**config.mk**
```make
export PLATFORM = sky130hd
export DESIGN_NAME = eeprom_host
export DESIGN_NICKNAME = d
export VERILOG_FILES = /design/src/logic/eeprom_host_pkg.sv /design/src/logic/eeprom_host.sv
export SDC_FILE = /design/constraint.sdc
export NUM_CORES = 1
export LEC_CHECK = 0
export BUFFER_PORTS_ARGS = -buffer_cell sky130_fd_sc_hd__buf_2
export CELL_PAD_IN_SITES_DETAIL_PLACEMENT = 1
export CELL_PAD_IN_SITES_GLOBAL_PLACEMENT = 1
export CORE_MARGIN = 5
export CORE_UTILIZATION = 49
export DETAILED_ROUTE_END_ITERATION = 8
export PLACE_DENSITY_LB_ADDON = 0.1
export SLEW_MARGIN = 15
export SYNTH_ARGS = -nofsm -noshare
export SYNTH_HDL_FRONTEND = slang
export SYNTH_SLANG_ARGS = --single-unit
```
**constraint.sdc**
```tcl
create_clock -name CORE_CLK -period 4.75 [get_ports CORE_CLK]
set_input_delay 0.2375 -clock CORE_CLK [delete_from_list [all_inputs] [get_ports CORE_CLK]]
set_output_delay 0.2375 -clock CORE_CLK [all_outputs]
set_load 0.05 [all_outputs]
```
**src/logic/eeprom_host_pkg.sv**
```systemverilog
// Shared types and timing constants for the paged EEPROM host controller
package eeprom_host_pkg;

  // ----------------------------------------------------------------
  // Clock and pin timing
  // ----------------------------------------------------------------
  localparam int CLK_NS = 50;
  localparam int WP_NS = 100;
  localparam int WPH_NS = 50;
  localparam int ACC_NS = 120;
  localparam int CEPH_NS = 50;
  localparam int OEHP_NS = 150;
  localparam int BLC_US = 150;
  localparam int TWC_MS = 10;
  localparam int SYNC_CYC = 3;
  // Least times round up, the two longest times (BLC and TWC) round down
  localparam int WP_CYC = (WP_NS + CLK_NS - 1) / CLK_NS;
  localparam int WPH_CYC = (WPH_NS + CLK_NS - 1) / CLK_NS;
  localparam int ACC_CYC = (ACC_NS + CLK_NS - 1) / CLK_NS;
  localparam int CEPH_CYC = (CEPH_NS + CLK_NS - 1) / CLK_NS;
  localparam int OEHP_CYC = (OEHP_NS + CLK_NS - 1) / CLK_NS;
  localparam int BLC_CYC = (BLC_US * 1000) / CLK_NS;
  localparam int TWC_CYC = (TWC_MS * 1000000) / CLK_NS;
  // Margin covers accept cycle plus the strobe ahead of the rising edge
  localparam int LOAD_LIM = BLC_CYC - 4;
  localparam int PAGE_BYTES = 128;
  localparam int PROT_LEN = 3;

  // ----------------------------------------------------------------
  // Reset values and field positions
  // ----------------------------------------------------------------
  localparam int PAGE_LSB = 7;
  localparam int ADDR_W = 17;
  localparam logic [3:0] CNT_RST = 4'h0;
  localparam logic [11:0] WIN_RST = 12'h000;
  localparam logic [23:0] TMO_RST = 24'h000000;

  typedef enum logic [1:0] {
    OP_READ = 2'h0,
    OP_WRITE = 2'h1,
    OP_PROT_ON = 2'h2,
    OP_PROT_OFF = 2'h3
  } op_e;

  typedef enum logic [5:0] {
    ST_IDLE = 6'h01,
    ST_WLOW = 6'h02,
    ST_WHIGH = 6'h04,
    ST_LOAD = 6'h08,
    ST_RLOW = 6'h10,
    ST_RHIGH = 6'h20
  } state_e;

  typedef struct packed {
    op_e op;
    logic [ADDR_W-1:0] addr;
    logic [7:0] data;
    logic last;
  } cmd_s;

  typedef struct packed {
    logic [7:0] data;
    logic err;
  } rsp_s;

  typedef struct packed {
    logic [ADDR_W-1:0] addr;
    logic [7:0] dq;
    logic dq_oe;
    logic ce_b;
    logic oe_b;
    logic we_b;
  } pin_out_s;

endpackage : eeprom_host_pkg

```
**src/logic/eeprom_host.sv**
```systemverilog
// Host controller driving a paged parallel EEPROM through its pins
`timescale 1ns/1ns
`default_nettype none
module eeprom_host #(
  parameter int TWC_LIM = eeprom_host_pkg::TWC_CYC,
  // Command byte addresses and values; values here are arbitrary
  parameter logic [16:0] PON_A0 = 17'h00001,
  parameter logic [16:0] PON_A1 = 17'h00002,
  parameter logic [16:0] PON_A2 = 17'h00003,
  parameter logic [7:0] PON_D0 = 8'h11,
  parameter logic [7:0] PON_D1 = 8'h22,
  parameter logic [7:0] PON_D2 = 8'h33,
  parameter logic [16:0] POFF_A0 = 17'h00001,
  parameter logic [16:0] POFF_A1 = 17'h00002,
  parameter logic [16:0] POFF_A2 = 17'h00003,
  parameter logic [7:0] POFF_D0 = 8'h11,
  parameter logic [7:0] POFF_D1 = 8'h22,
  parameter logic [7:0] POFF_D2 = 8'h44
) (
  // Clock and reset
  input wire logic CORE_CLK,
  input wire logic RST_B,
  // Command port
  input wire logic CMD_VALID,
  input wire eeprom_host_pkg::cmd_s CMD,
  output logic CMD_READY,
  // Answer port
  output logic RSP_VALID,
  output eeprom_host_pkg::rsp_s RSP,
  output logic BUSY,
  // Memory pins
  output eeprom_host_pkg::pin_out_s PIN,
  input wire logic [7:0] DQ_IN
);
  import eeprom_host_pkg::*;

  // ----------------------------------------------------------------
  // State
  // ----------------------------------------------------------------
  typedef struct packed {
    state_e st;
    logic [ADDR_W-1:0] addr;
    logic [7:0] wdata;
    logic ce_b;
    logic oe_b;
    logic we_b;
    logic dq_oe;
    logic [3:0] cnt;
    logic [11:0] win;
    logic [23:0] tmo;
    logic [7:0] nbytes;
    logic [1:0] seq;
    logic prot_on;
    logic poll;
    logic have_prev;
    logic prev6;
    logic last;
    logic rsp_valid;
    rsp_s rsp;
    logic [7:0] sy1;
    logic [7:0] sy2;
    logic [7:0] sy3;
  } regs_s;

  regs_s r_q;
  regs_s r_d;
  logic page_ok;
  logic [ADDR_W-1:0] seq_addr;
  logic [7:0] seq_data;

  // ----------------------------------------------------------------
  // Protection command table
  // ----------------------------------------------------------------
  always_comb begin
    unique case (r_q.seq)
      2'h0: begin
        seq_addr = r_q.prot_on ? PON_A1 : POFF_A1;
        seq_data = r_q.prot_on ? PON_D1 : POFF_D1;
      end
      2'h1: begin
        seq_addr = r_q.prot_on ? PON_A2 : POFF_A2;
        seq_data = r_q.prot_on ? PON_D2 : POFF_D2;
      end
      default: begin
        seq_addr = r_q.prot_on ? PON_A0 : POFF_A0;
        seq_data = r_q.prot_on ? PON_D0 : POFF_D0;
      end
    endcase
  end

  // A new byte joins the open page only on the same page lines
  assign page_ok = CMD.op == OP_WRITE && r_q.nbytes < 8'(PAGE_BYTES) &&
                   CMD.addr[ADDR_W-1:PAGE_LSB] ==
                   r_q.addr[ADDR_W-1:PAGE_LSB];

  // Busy while polling blocks every new access
  assign CMD_READY = r_q.st == ST_IDLE ||
                     (r_q.st == ST_LOAD && page_ok);

  // ----------------------------------------------------------------
  // Next state
  // ----------------------------------------------------------------
  always_comb begin
    r_d = r_q;
    r_d.rsp_valid = 1'b0;
    r_d.sy1 = DQ_IN;
    r_d.sy2 = r_q.sy1;
    r_d.sy3 = r_q.sy2;
    if (r_q.poll) begin
      r_d.tmo = r_q.tmo + 24'h000001;
    end
    unique case (r_q.st)
      ST_IDLE: begin
        r_d.ce_b = 1'b1;
        r_d.we_b = 1'b1;
        r_d.oe_b = 1'b1;
        r_d.dq_oe = 1'b0;
        if (CMD_VALID) begin
          r_d.nbytes = 8'h00;
          r_d.last = CMD.last;
          r_d.seq = 2'h0;
          r_d.addr = CMD.addr;
          r_d.wdata = CMD.data;
          if (CMD.op == OP_READ) begin
            r_d.st = ST_RLOW;
            r_d.ce_b = 1'b0;
            r_d.oe_b = 1'b0;
            r_d.cnt = 4'(ACC_CYC + SYNC_CYC - 1);
          end else begin
            // Command bytes go first for either protection op
            r_d.seq = (CMD.op == OP_WRITE) ? 2'h3 : 2'h0;
            r_d.prot_on = CMD.op == OP_PROT_ON;
            r_d.last = (CMD.op == OP_WRITE) ? CMD.last : 1'b0;
            r_d.st = ST_WLOW;
            r_d.ce_b = 1'b0;
            r_d.we_b = 1'b0;
            r_d.oe_b = 1'b1;
            r_d.dq_oe = 1'b1;
            r_d.cnt = 4'(WP_CYC - 1);
            if (CMD.op != OP_WRITE) begin
              r_d.addr = CMD.op == OP_PROT_ON ? PON_A0 : POFF_A0;
              r_d.wdata = CMD.op == OP_PROT_ON ? PON_D0 : POFF_D0;
            end
          end
        end
      end
      ST_WLOW: begin
        r_d.cnt = r_q.cnt - 4'h1;
        if (r_q.cnt == CNT_RST) begin
          r_d.st = ST_WHIGH;
          r_d.we_b = 1'b1;
          r_d.cnt = 4'(WPH_CYC - 1);
          if (r_q.seq == 2'h3) begin
            r_d.nbytes = r_q.nbytes + 8'h01;
          end
        end
      end
      ST_WHIGH: begin
        r_d.cnt = r_q.cnt - 4'h1;
        if (r_q.cnt == CNT_RST) begin
          r_d.win = WIN_RST;
          if (r_q.seq != 2'h3 && r_q.seq != 2'(PROT_LEN - 1)) begin
            r_d.seq = r_q.seq + 2'h1;
            r_d.addr = seq_addr;
            r_d.wdata = seq_data;
            r_d.st = ST_WLOW;
            r_d.we_b = 1'b0;
            r_d.cnt = 4'(WP_CYC - 1);
          end else begin
            r_d.seq = 2'h3;
            r_d.st = ST_LOAD;
            r_d.ce_b = 1'b1;
            r_d.dq_oe = 1'b0;
            if (r_q.last || r_q.nbytes == 8'(PAGE_BYTES)) begin
              // Page closed by request or full: start polling now
              r_d.st = ST_RHIGH;
              r_d.poll = 1'b1;
              r_d.have_prev = 1'b0;
              r_d.tmo = TMO_RST;
              r_d.cnt = 4'(OEHP_CYC - 1);
            end
          end
        end
      end
      ST_LOAD: begin
        r_d.win = r_q.win + 12'h001;
        if (CMD_VALID && page_ok) begin
          r_d.addr = CMD.addr;
          r_d.wdata = CMD.data;
          r_d.last = CMD.last;
          r_d.st = ST_WLOW;
          r_d.ce_b = 1'b0;
          r_d.we_b = 1'b0;
          r_d.dq_oe = 1'b1;
          r_d.cnt = 4'(WP_CYC - 1);
        end else if (CMD_VALID || r_q.win >= 12'(LOAD_LIM)) begin
          // Window lapses, even with no data after a command
          // sequence, so the device programs what it holds
          r_d.st = ST_RHIGH;
          r_d.poll = 1'b1;
          r_d.have_prev = 1'b0;
          r_d.tmo = TMO_RST;
          r_d.cnt = 4'(OEHP_CYC - 1);
        end
      end
      ST_RLOW: begin
        r_d.cnt = (r_q.cnt == CNT_RST) ? CNT_RST : r_q.cnt - 4'h1;
        // Only settled inputs count: stages two and three agree
        if (r_q.cnt == CNT_RST && r_q.sy2 == r_q.sy3) begin
          r_d.ce_b = 1'b1;
          r_d.oe_b = 1'b1;
          r_d.st = ST_RHIGH;
          r_d.cnt = 4'((r_q.poll ? OEHP_CYC : CEPH_CYC) - 1);
          r_d.have_prev = 1'b1;
          r_d.prev6 = r_q.sy3[6];
          if (!r_q.poll) begin
            r_d.rsp_valid = 1'b1;
            r_d.rsp = '{data: r_q.sy3, err: 1'b0};
            r_d.st = ST_RHIGH;
          end else if (r_q.have_prev && r_q.prev6 == r_q.sy3[6]) begin
            // Two equal toggle reads end programming; start value unknown
            r_d.poll = 1'b0;
            r_d.rsp_valid = 1'b1;
            r_d.rsp = '{data: r_q.sy3, err: 1'b0};
          end else if (r_q.tmo >= 24'(TWC_LIM)) begin
            // Past the longest cycle time the device is done anyway
            r_d.poll = 1'b0;
            r_d.rsp_valid = 1'b1;
            r_d.rsp = '{data: r_q.sy3, err: 1'b1};
          end
        end
      end
      ST_RHIGH: begin
        r_d.cnt = r_q.cnt - 4'h1;
        r_d.ce_b = 1'b1;
        r_d.oe_b = 1'b1;
        if (r_q.cnt == CNT_RST) begin
          if (r_q.poll) begin
            // Fresh strobe each poll, same address every time
            r_d.st = ST_RLOW;
            r_d.ce_b = 1'b0;
            r_d.oe_b = 1'b0;
            r_d.cnt = 4'(ACC_CYC + SYNC_CYC - 1);
          end else begin
            r_d.st = ST_IDLE;
          end
        end
      end
      default: begin
        r_d.st = ST_IDLE;
      end
    endcase
  end

  // ----------------------------------------------------------------
  // Registers
  // ----------------------------------------------------------------
  always_ff @(posedge CORE_CLK or negedge RST_B) begin
    if (!RST_B) begin
      r_q <= '{st: ST_IDLE, ce_b: 1'b1, oe_b: 1'b1, we_b: 1'b1,
               cnt: CNT_RST, win: WIN_RST, tmo: TMO_RST, seq: 2'h3,
               default: '0};
    end else begin
      r_q <= r_d;
    end
  end

  // Pins float whenever output enable is low; host drives only on writes
  assign PIN = '{addr: r_q.addr, dq: r_q.wdata, dq_oe: r_q.dq_oe,
                 ce_b: r_q.ce_b, oe_b: r_q.oe_b, we_b: r_q.we_b};
  assign RSP_VALID = r_q.rsp_valid;
  assign RSP = r_q.rsp;
  assign BUSY = r_q.st != ST_IDLE;

endmodule : eeprom_host
`default_nettype wire

```
== Yosys cells after proc, flatten, opt, wreduce, memory -nomap -nowiden ==
Index checks and enable logic that the tools add are counted.
Storage, ports and cells
  bits in registers: 124
  input port bits: 39
  output and inout port bits: 41
  word-level logic and storage cells: 184
Cells by class
  $add $sub $neg: 6
  order comparisons: 3
  eq/ne operators: 32
  muxes and demuxes: 81
  bitwise gates (word level): 1
  reductions and logical operators: 38
Operators with widths (count)
  $mux 24: 5
  $mux 25: 3
  $pmux 25 s3: 1
  $pmux 36 s2: 1
  $mux 10: 5
  $mux 42: 1
  $mux 6: 7
  $mux 39: 1
  $pmux 6 s6: 1
  $mux 32: 1
  $mux 4: 8
  $mux 2: 14
  $mux 26: 1
  $add 24x1->24 const B: 1
  $ge 24x18->1 const B: 1
  $ne 2x2->1 const B: 12
  $pmux 4 s6: 1
  $mux 8: 2
  $pmux 8 s2: 1
  $reduce_and 3->1: 5
  $reduce_and 5->1: 3
  $pmux 7 s2: 1
  $add 12x1->12 const B: 1
  $ge 12x12->1 const B: 1
  45 further kinds: 83

== Depth between registers and ports, before layout ==
  word-level depth: 6
  depth in mapped cells: 10
  depth with buffers taken out: 8

== Least setup slack after synthesis ==
OpenSTA, ideal clock, no wires.
  kind: register -> register
  start: register r_q[120] (netlist bit)
  end: register r_q, in the netlist PIN[4]
  setup time: 0.125 ns
  arrival: 2.209 ns
  required time: 4.625 ns
  slack: 2.416 ns
  cell stages (with the launch flop): 9
  path buffers: 2
  clock period less this slack: 2.334 ns
  cell sequence: dfrtp_1 clkbuf_1 or4_4 nor2_4 inv_2 a311oi_2 o21ai_1 buf_6 mux2_4
On the way
  cells in the longest elaborated chain, start to end: 3
  elaborated cells between the ends (all ways): 10
  classes of those cells: eq/ne (7); mux (1); reduce/logical (2)
Ends and longest elaborated chain
  start: declaration: line eeprom_host.sv:65  | regs_s r_q;
  start signal: assignment: line eeprom_host.sv:260  | r_q <= '{st: ST_IDLE, ce_b: 1'b1, oe_b: 1'b1, we_b: 1'b1,
  start signal: assignment: line eeprom_host.sv:264  | r_q <= r_d;
  $eq 6x3->1, or another cell as far along: line eeprom_host.sv:112  | unique case (r_q.st)
  $ne 2x2->1 (no source line), or another cell as far along
  $reduce_and 5->1 (no source line)
Parallel ways exist; a longest one is shown, timed or not.
A chain may end at the register's enable or synchronous reset.

== Worst setup path in the final report ==
  start: register r_q[85] (netlist bit)
  end: register r_q, in the netlist PIN[2]
On the way
  cells in the longest elaborated chain, start to end: 4
  elaborated cells between the ends (all ways): 7
  classes of those cells: eq/ne (2); mux (2); reduce/logical (3)
Ends and longest elaborated chain
  $logic_not 4->1 (*): line eeprom_host.sv:160, eeprom_host.sv:209, eeprom_host.sv:237
  $logic_and 1x1->1: line eeprom_host.sv:209  | if (r_q.cnt == CNT_RST && r_q.sy2 == r_q.sy3) begin
  $ne 2x2->1 (no source line)
  $reduce_and 5->1 (no source line)
Mark *: on every way between the ends. The rest lies on a longest branch, timed or not.

==> results.md <==
- Status: completed
- Worst Tran Pin Value: 1110 ps
- Synth cell types: 67
- Largest fanout on the critical path: 19
- Total power: 4.84 mW
- CTS Buf Count: 17
- Min-delay worst type: in2reg
- Area taken by multi-input logic gates: 0.00283 mm^2
- FF-to-FF setup slack: ~1500 ps
- Final TNS setup: 0 ps
- Die Width: 124 um
- Gpl congestion: roughly 0.83
- Post-synthesis cell area: roughly 0.0064 mm^2
- Non-Filler Instances: about 890
- Ys async rst share: 1.00
- Tmin final: ~3200 ps
- Seq. cell area: 0.00311 mm^2
- Area grow syn2layout: 13.6%
- Synth Net Count: 708
- Most common cell after layout, fill and taps aside: dfrtp_1
- Clock-pin slew on the worst setup and hold paths: roughly 70 ps
- Crit. End Element: flop
- VDD IR max: 0.000300 V
- Drt drc: 0
- Final antenna-violating net count: 0
- Reg-to-Reg Start: r_q[85]
- Yosys Warn Count: 0
- Clock Latency Late Sink: approximately 430 ps
- Filler cell count: roughly 1500
- Period Utilization, post-route: 0.679
- Number of flops mapped to enable cells by yosys: 0
- Antenna diodes: 0
- Initial DRC count: around 200
- Global Route Usage Sum: 0.212
- Number of global-route vias before repair: 5295
- CP arrival: approximately 3600 ps
- Post-Route WL: ~16000 um
- Final Hold Vio Count: 0
- Worst hold slack: 58.7 ps
- Critical path launch point type: flop
- Most frequent cells in the layout: dfrtp_1 (118), buf_2 (78), nand2_1 (75), nor2_1 (59), o21ai_0 (47)
- Crit. Startpoint: r_q[85]
- Initial antenna violation count: 0
- Row Count: between 40 and 50
- First-pass DRT Iterations: 5
- Total grt overflow: 0
- Required time of the critical path: slightly above 5000 ps
- Hold path cells: 3
- Wire per inst: 17.7 um
- Post_cts resized: 0
- Clock Sinks: 124
- CTS tree: built
- Leak: roughly 3.3 nW
- Max Slew Vio Count: 0
- Cells after DPL: around 850
- Largest net degree at the start of global routing: 64
- Clock root cell: clkbuf_16
- Die Y: roughly 120 um
- Max-cap violations: 0
- Layout cells sized above 1: 0.212
- PortBufs: approximately 80
- Slew margin rel.: 0.256
- Syn Area/Cell: between 9 and 10 um^2
- Hold_sp: CMD[12]
- Fmax: ~310 MHz
- R2r worst-path depth: 8
- Synth Instances: 661
- Initial core utilization: 0.504
- CTS Buffer Depth: 2
- Count of state elements after synthesis: between 100 and 150
- Vias per cell: 5.53
- Top FF cell, synth: dfrtp_1
- First-pass GRT wire length: roughly 27000 um
- Post-DP HPWL: 11000 um
- Power Density: between 600 and 700 mW/mm^2
- Layout Nets: between 700 and 800
- Core footprint: between 0.01 and 0.015 mm^2
- Reg2Reg Capture Point: PIN[2]
- Post-synthesis sequential area ratio: 0.485
- Setup CP Type: reg2reg
- Final setup viols: 0
- Htree depth: 4
- RSZ-0062 raised after global routing: false
- Area of the die: around 0.015 mm^2
- Hold Path End: PIN[15]
- IO Pins: 80
- Final Skew: 11.8 ps
- Vias: roughly 5000
## through the flow
stage,area (um^2),setup slack [ps],utilization
after floorplan,6420,2420,-
after global placement,6640,1680,0.522
after detailed placement,6640,1640,0.522
after CTS,7290,1590,0.573
after global routing,7290,1250,0.573
final,7290,1530,0.573
## flip-flops by register name, summed over array words and instances (netlist names)
signal     flops
PIN           29
RSP            9
r_d           16
RSP_VALID      1
r_q           69
## worst max path at each step
stage,endpoint,slack [ps],depth (start not counted)
2_1_floorplan,PIN[4],2420,8
3_3_place_gp,PIN[2],1680,8
3_5_place_dp,PIN[2],1640,8
4_1_cts,PIN[2],1590,8
5_1_grt,PIN[2],1250,8
6_report,PIN[2],1530,8
## logic make-up after synthesis
kind of cell             count (synthesis)  synth area share
AND/OR/NAND/NOR                        240             0.191
AO/OA/AOI/OAI                          146             0.141
flip-flops                             124             0.485
buffers and inverters                   80            0.0755
XOR/XNOR                                48            0.0655
multiplexers                            15            0.0273
adder cells (fa/ha/maj)                  8            0.0156
## synthesized netlist by cell type (4+ instances only)
cell	n	share of area
ha_1	8	0.016
xor2_1	25	0.034
o22ai_1	4	0.0039
nand3b_1	5	0.0059
dfrtp_1	118	0.46
nor3_1	13	0.010
a22oi_1	6	0.0070
mux2_2	12	0.021
and4_1	4	0.0055
nand2_1	75	0.044
a31oi_1	5	0.0049
buf_4	41	0.048
buf_2	6	0.0047
inv_1	16	0.0094
o211ai_1	6	0.0070
clkbuf_1	13	0.0076
nand2b_1	6	0.0059
xnor2_1	23	0.031
nand3_1	22	0.017
o21ai_0	47	0.037
nor4_1	6	0.0059
dfstp_2	6	0.025
o21ai_1	19	0.015
a211oi_1	5	0.0059
nor2b_1	5	0.0049
nand4_1	11	0.011
nor2_1	59	0.035
and3_1	10	0.0098
a21oi_1	24	0.019
## layer usage
metal,vias to the layer above,part of all wire,track usage
met4,0,0.024,0.0851
met3,31,0.039,0.0502
met1,2420,0.44,0.264
met2,121,0.49,0.358
met5,-,0,0
li1,2369,-,-
## critical path, stage by stage, from the launching register on
cell and delay (ps):
dfrtp_1 440, inv_1 120, ha_1 150, nor3b_4 630, nand3_1 320, nor3_1 470
nor2_1 110, a2111oi_0 510, mux2_2 390
## area by class of cell
type | instances | area share
sequential | 124 | 0.427
clock inverter | 14 | 0.0172
multi-input combinational | 457 | 0.389
clock buffer | 18 | 0.0589
timing repair buffer | 91 | 0.0701
tap | 172 | 0.0295
inverter | 17 | 0.00876
## what timing repair did
item / in CTS / in global routing
hold endpoints to repair: 64 / 0
setup buffers: 0 / 0
endpoints found under the setup margin: 0 / 0
hold buffers: 9 / 0
## where the power goes
| group | internal, mW | total (mW) | leakage [nW] | switching, mW |
|---|---|---|---|---|
| registers | 1.35 | 1.68 | 1.58 | 0.330 |
| logic | 0.633 | 1.94 | 1.49 | 1.31 |
| clock network | 0.686 | 1.21 | 0.267 | 0.527 |
Note: power is estimated with default switching activity, not from simulation.
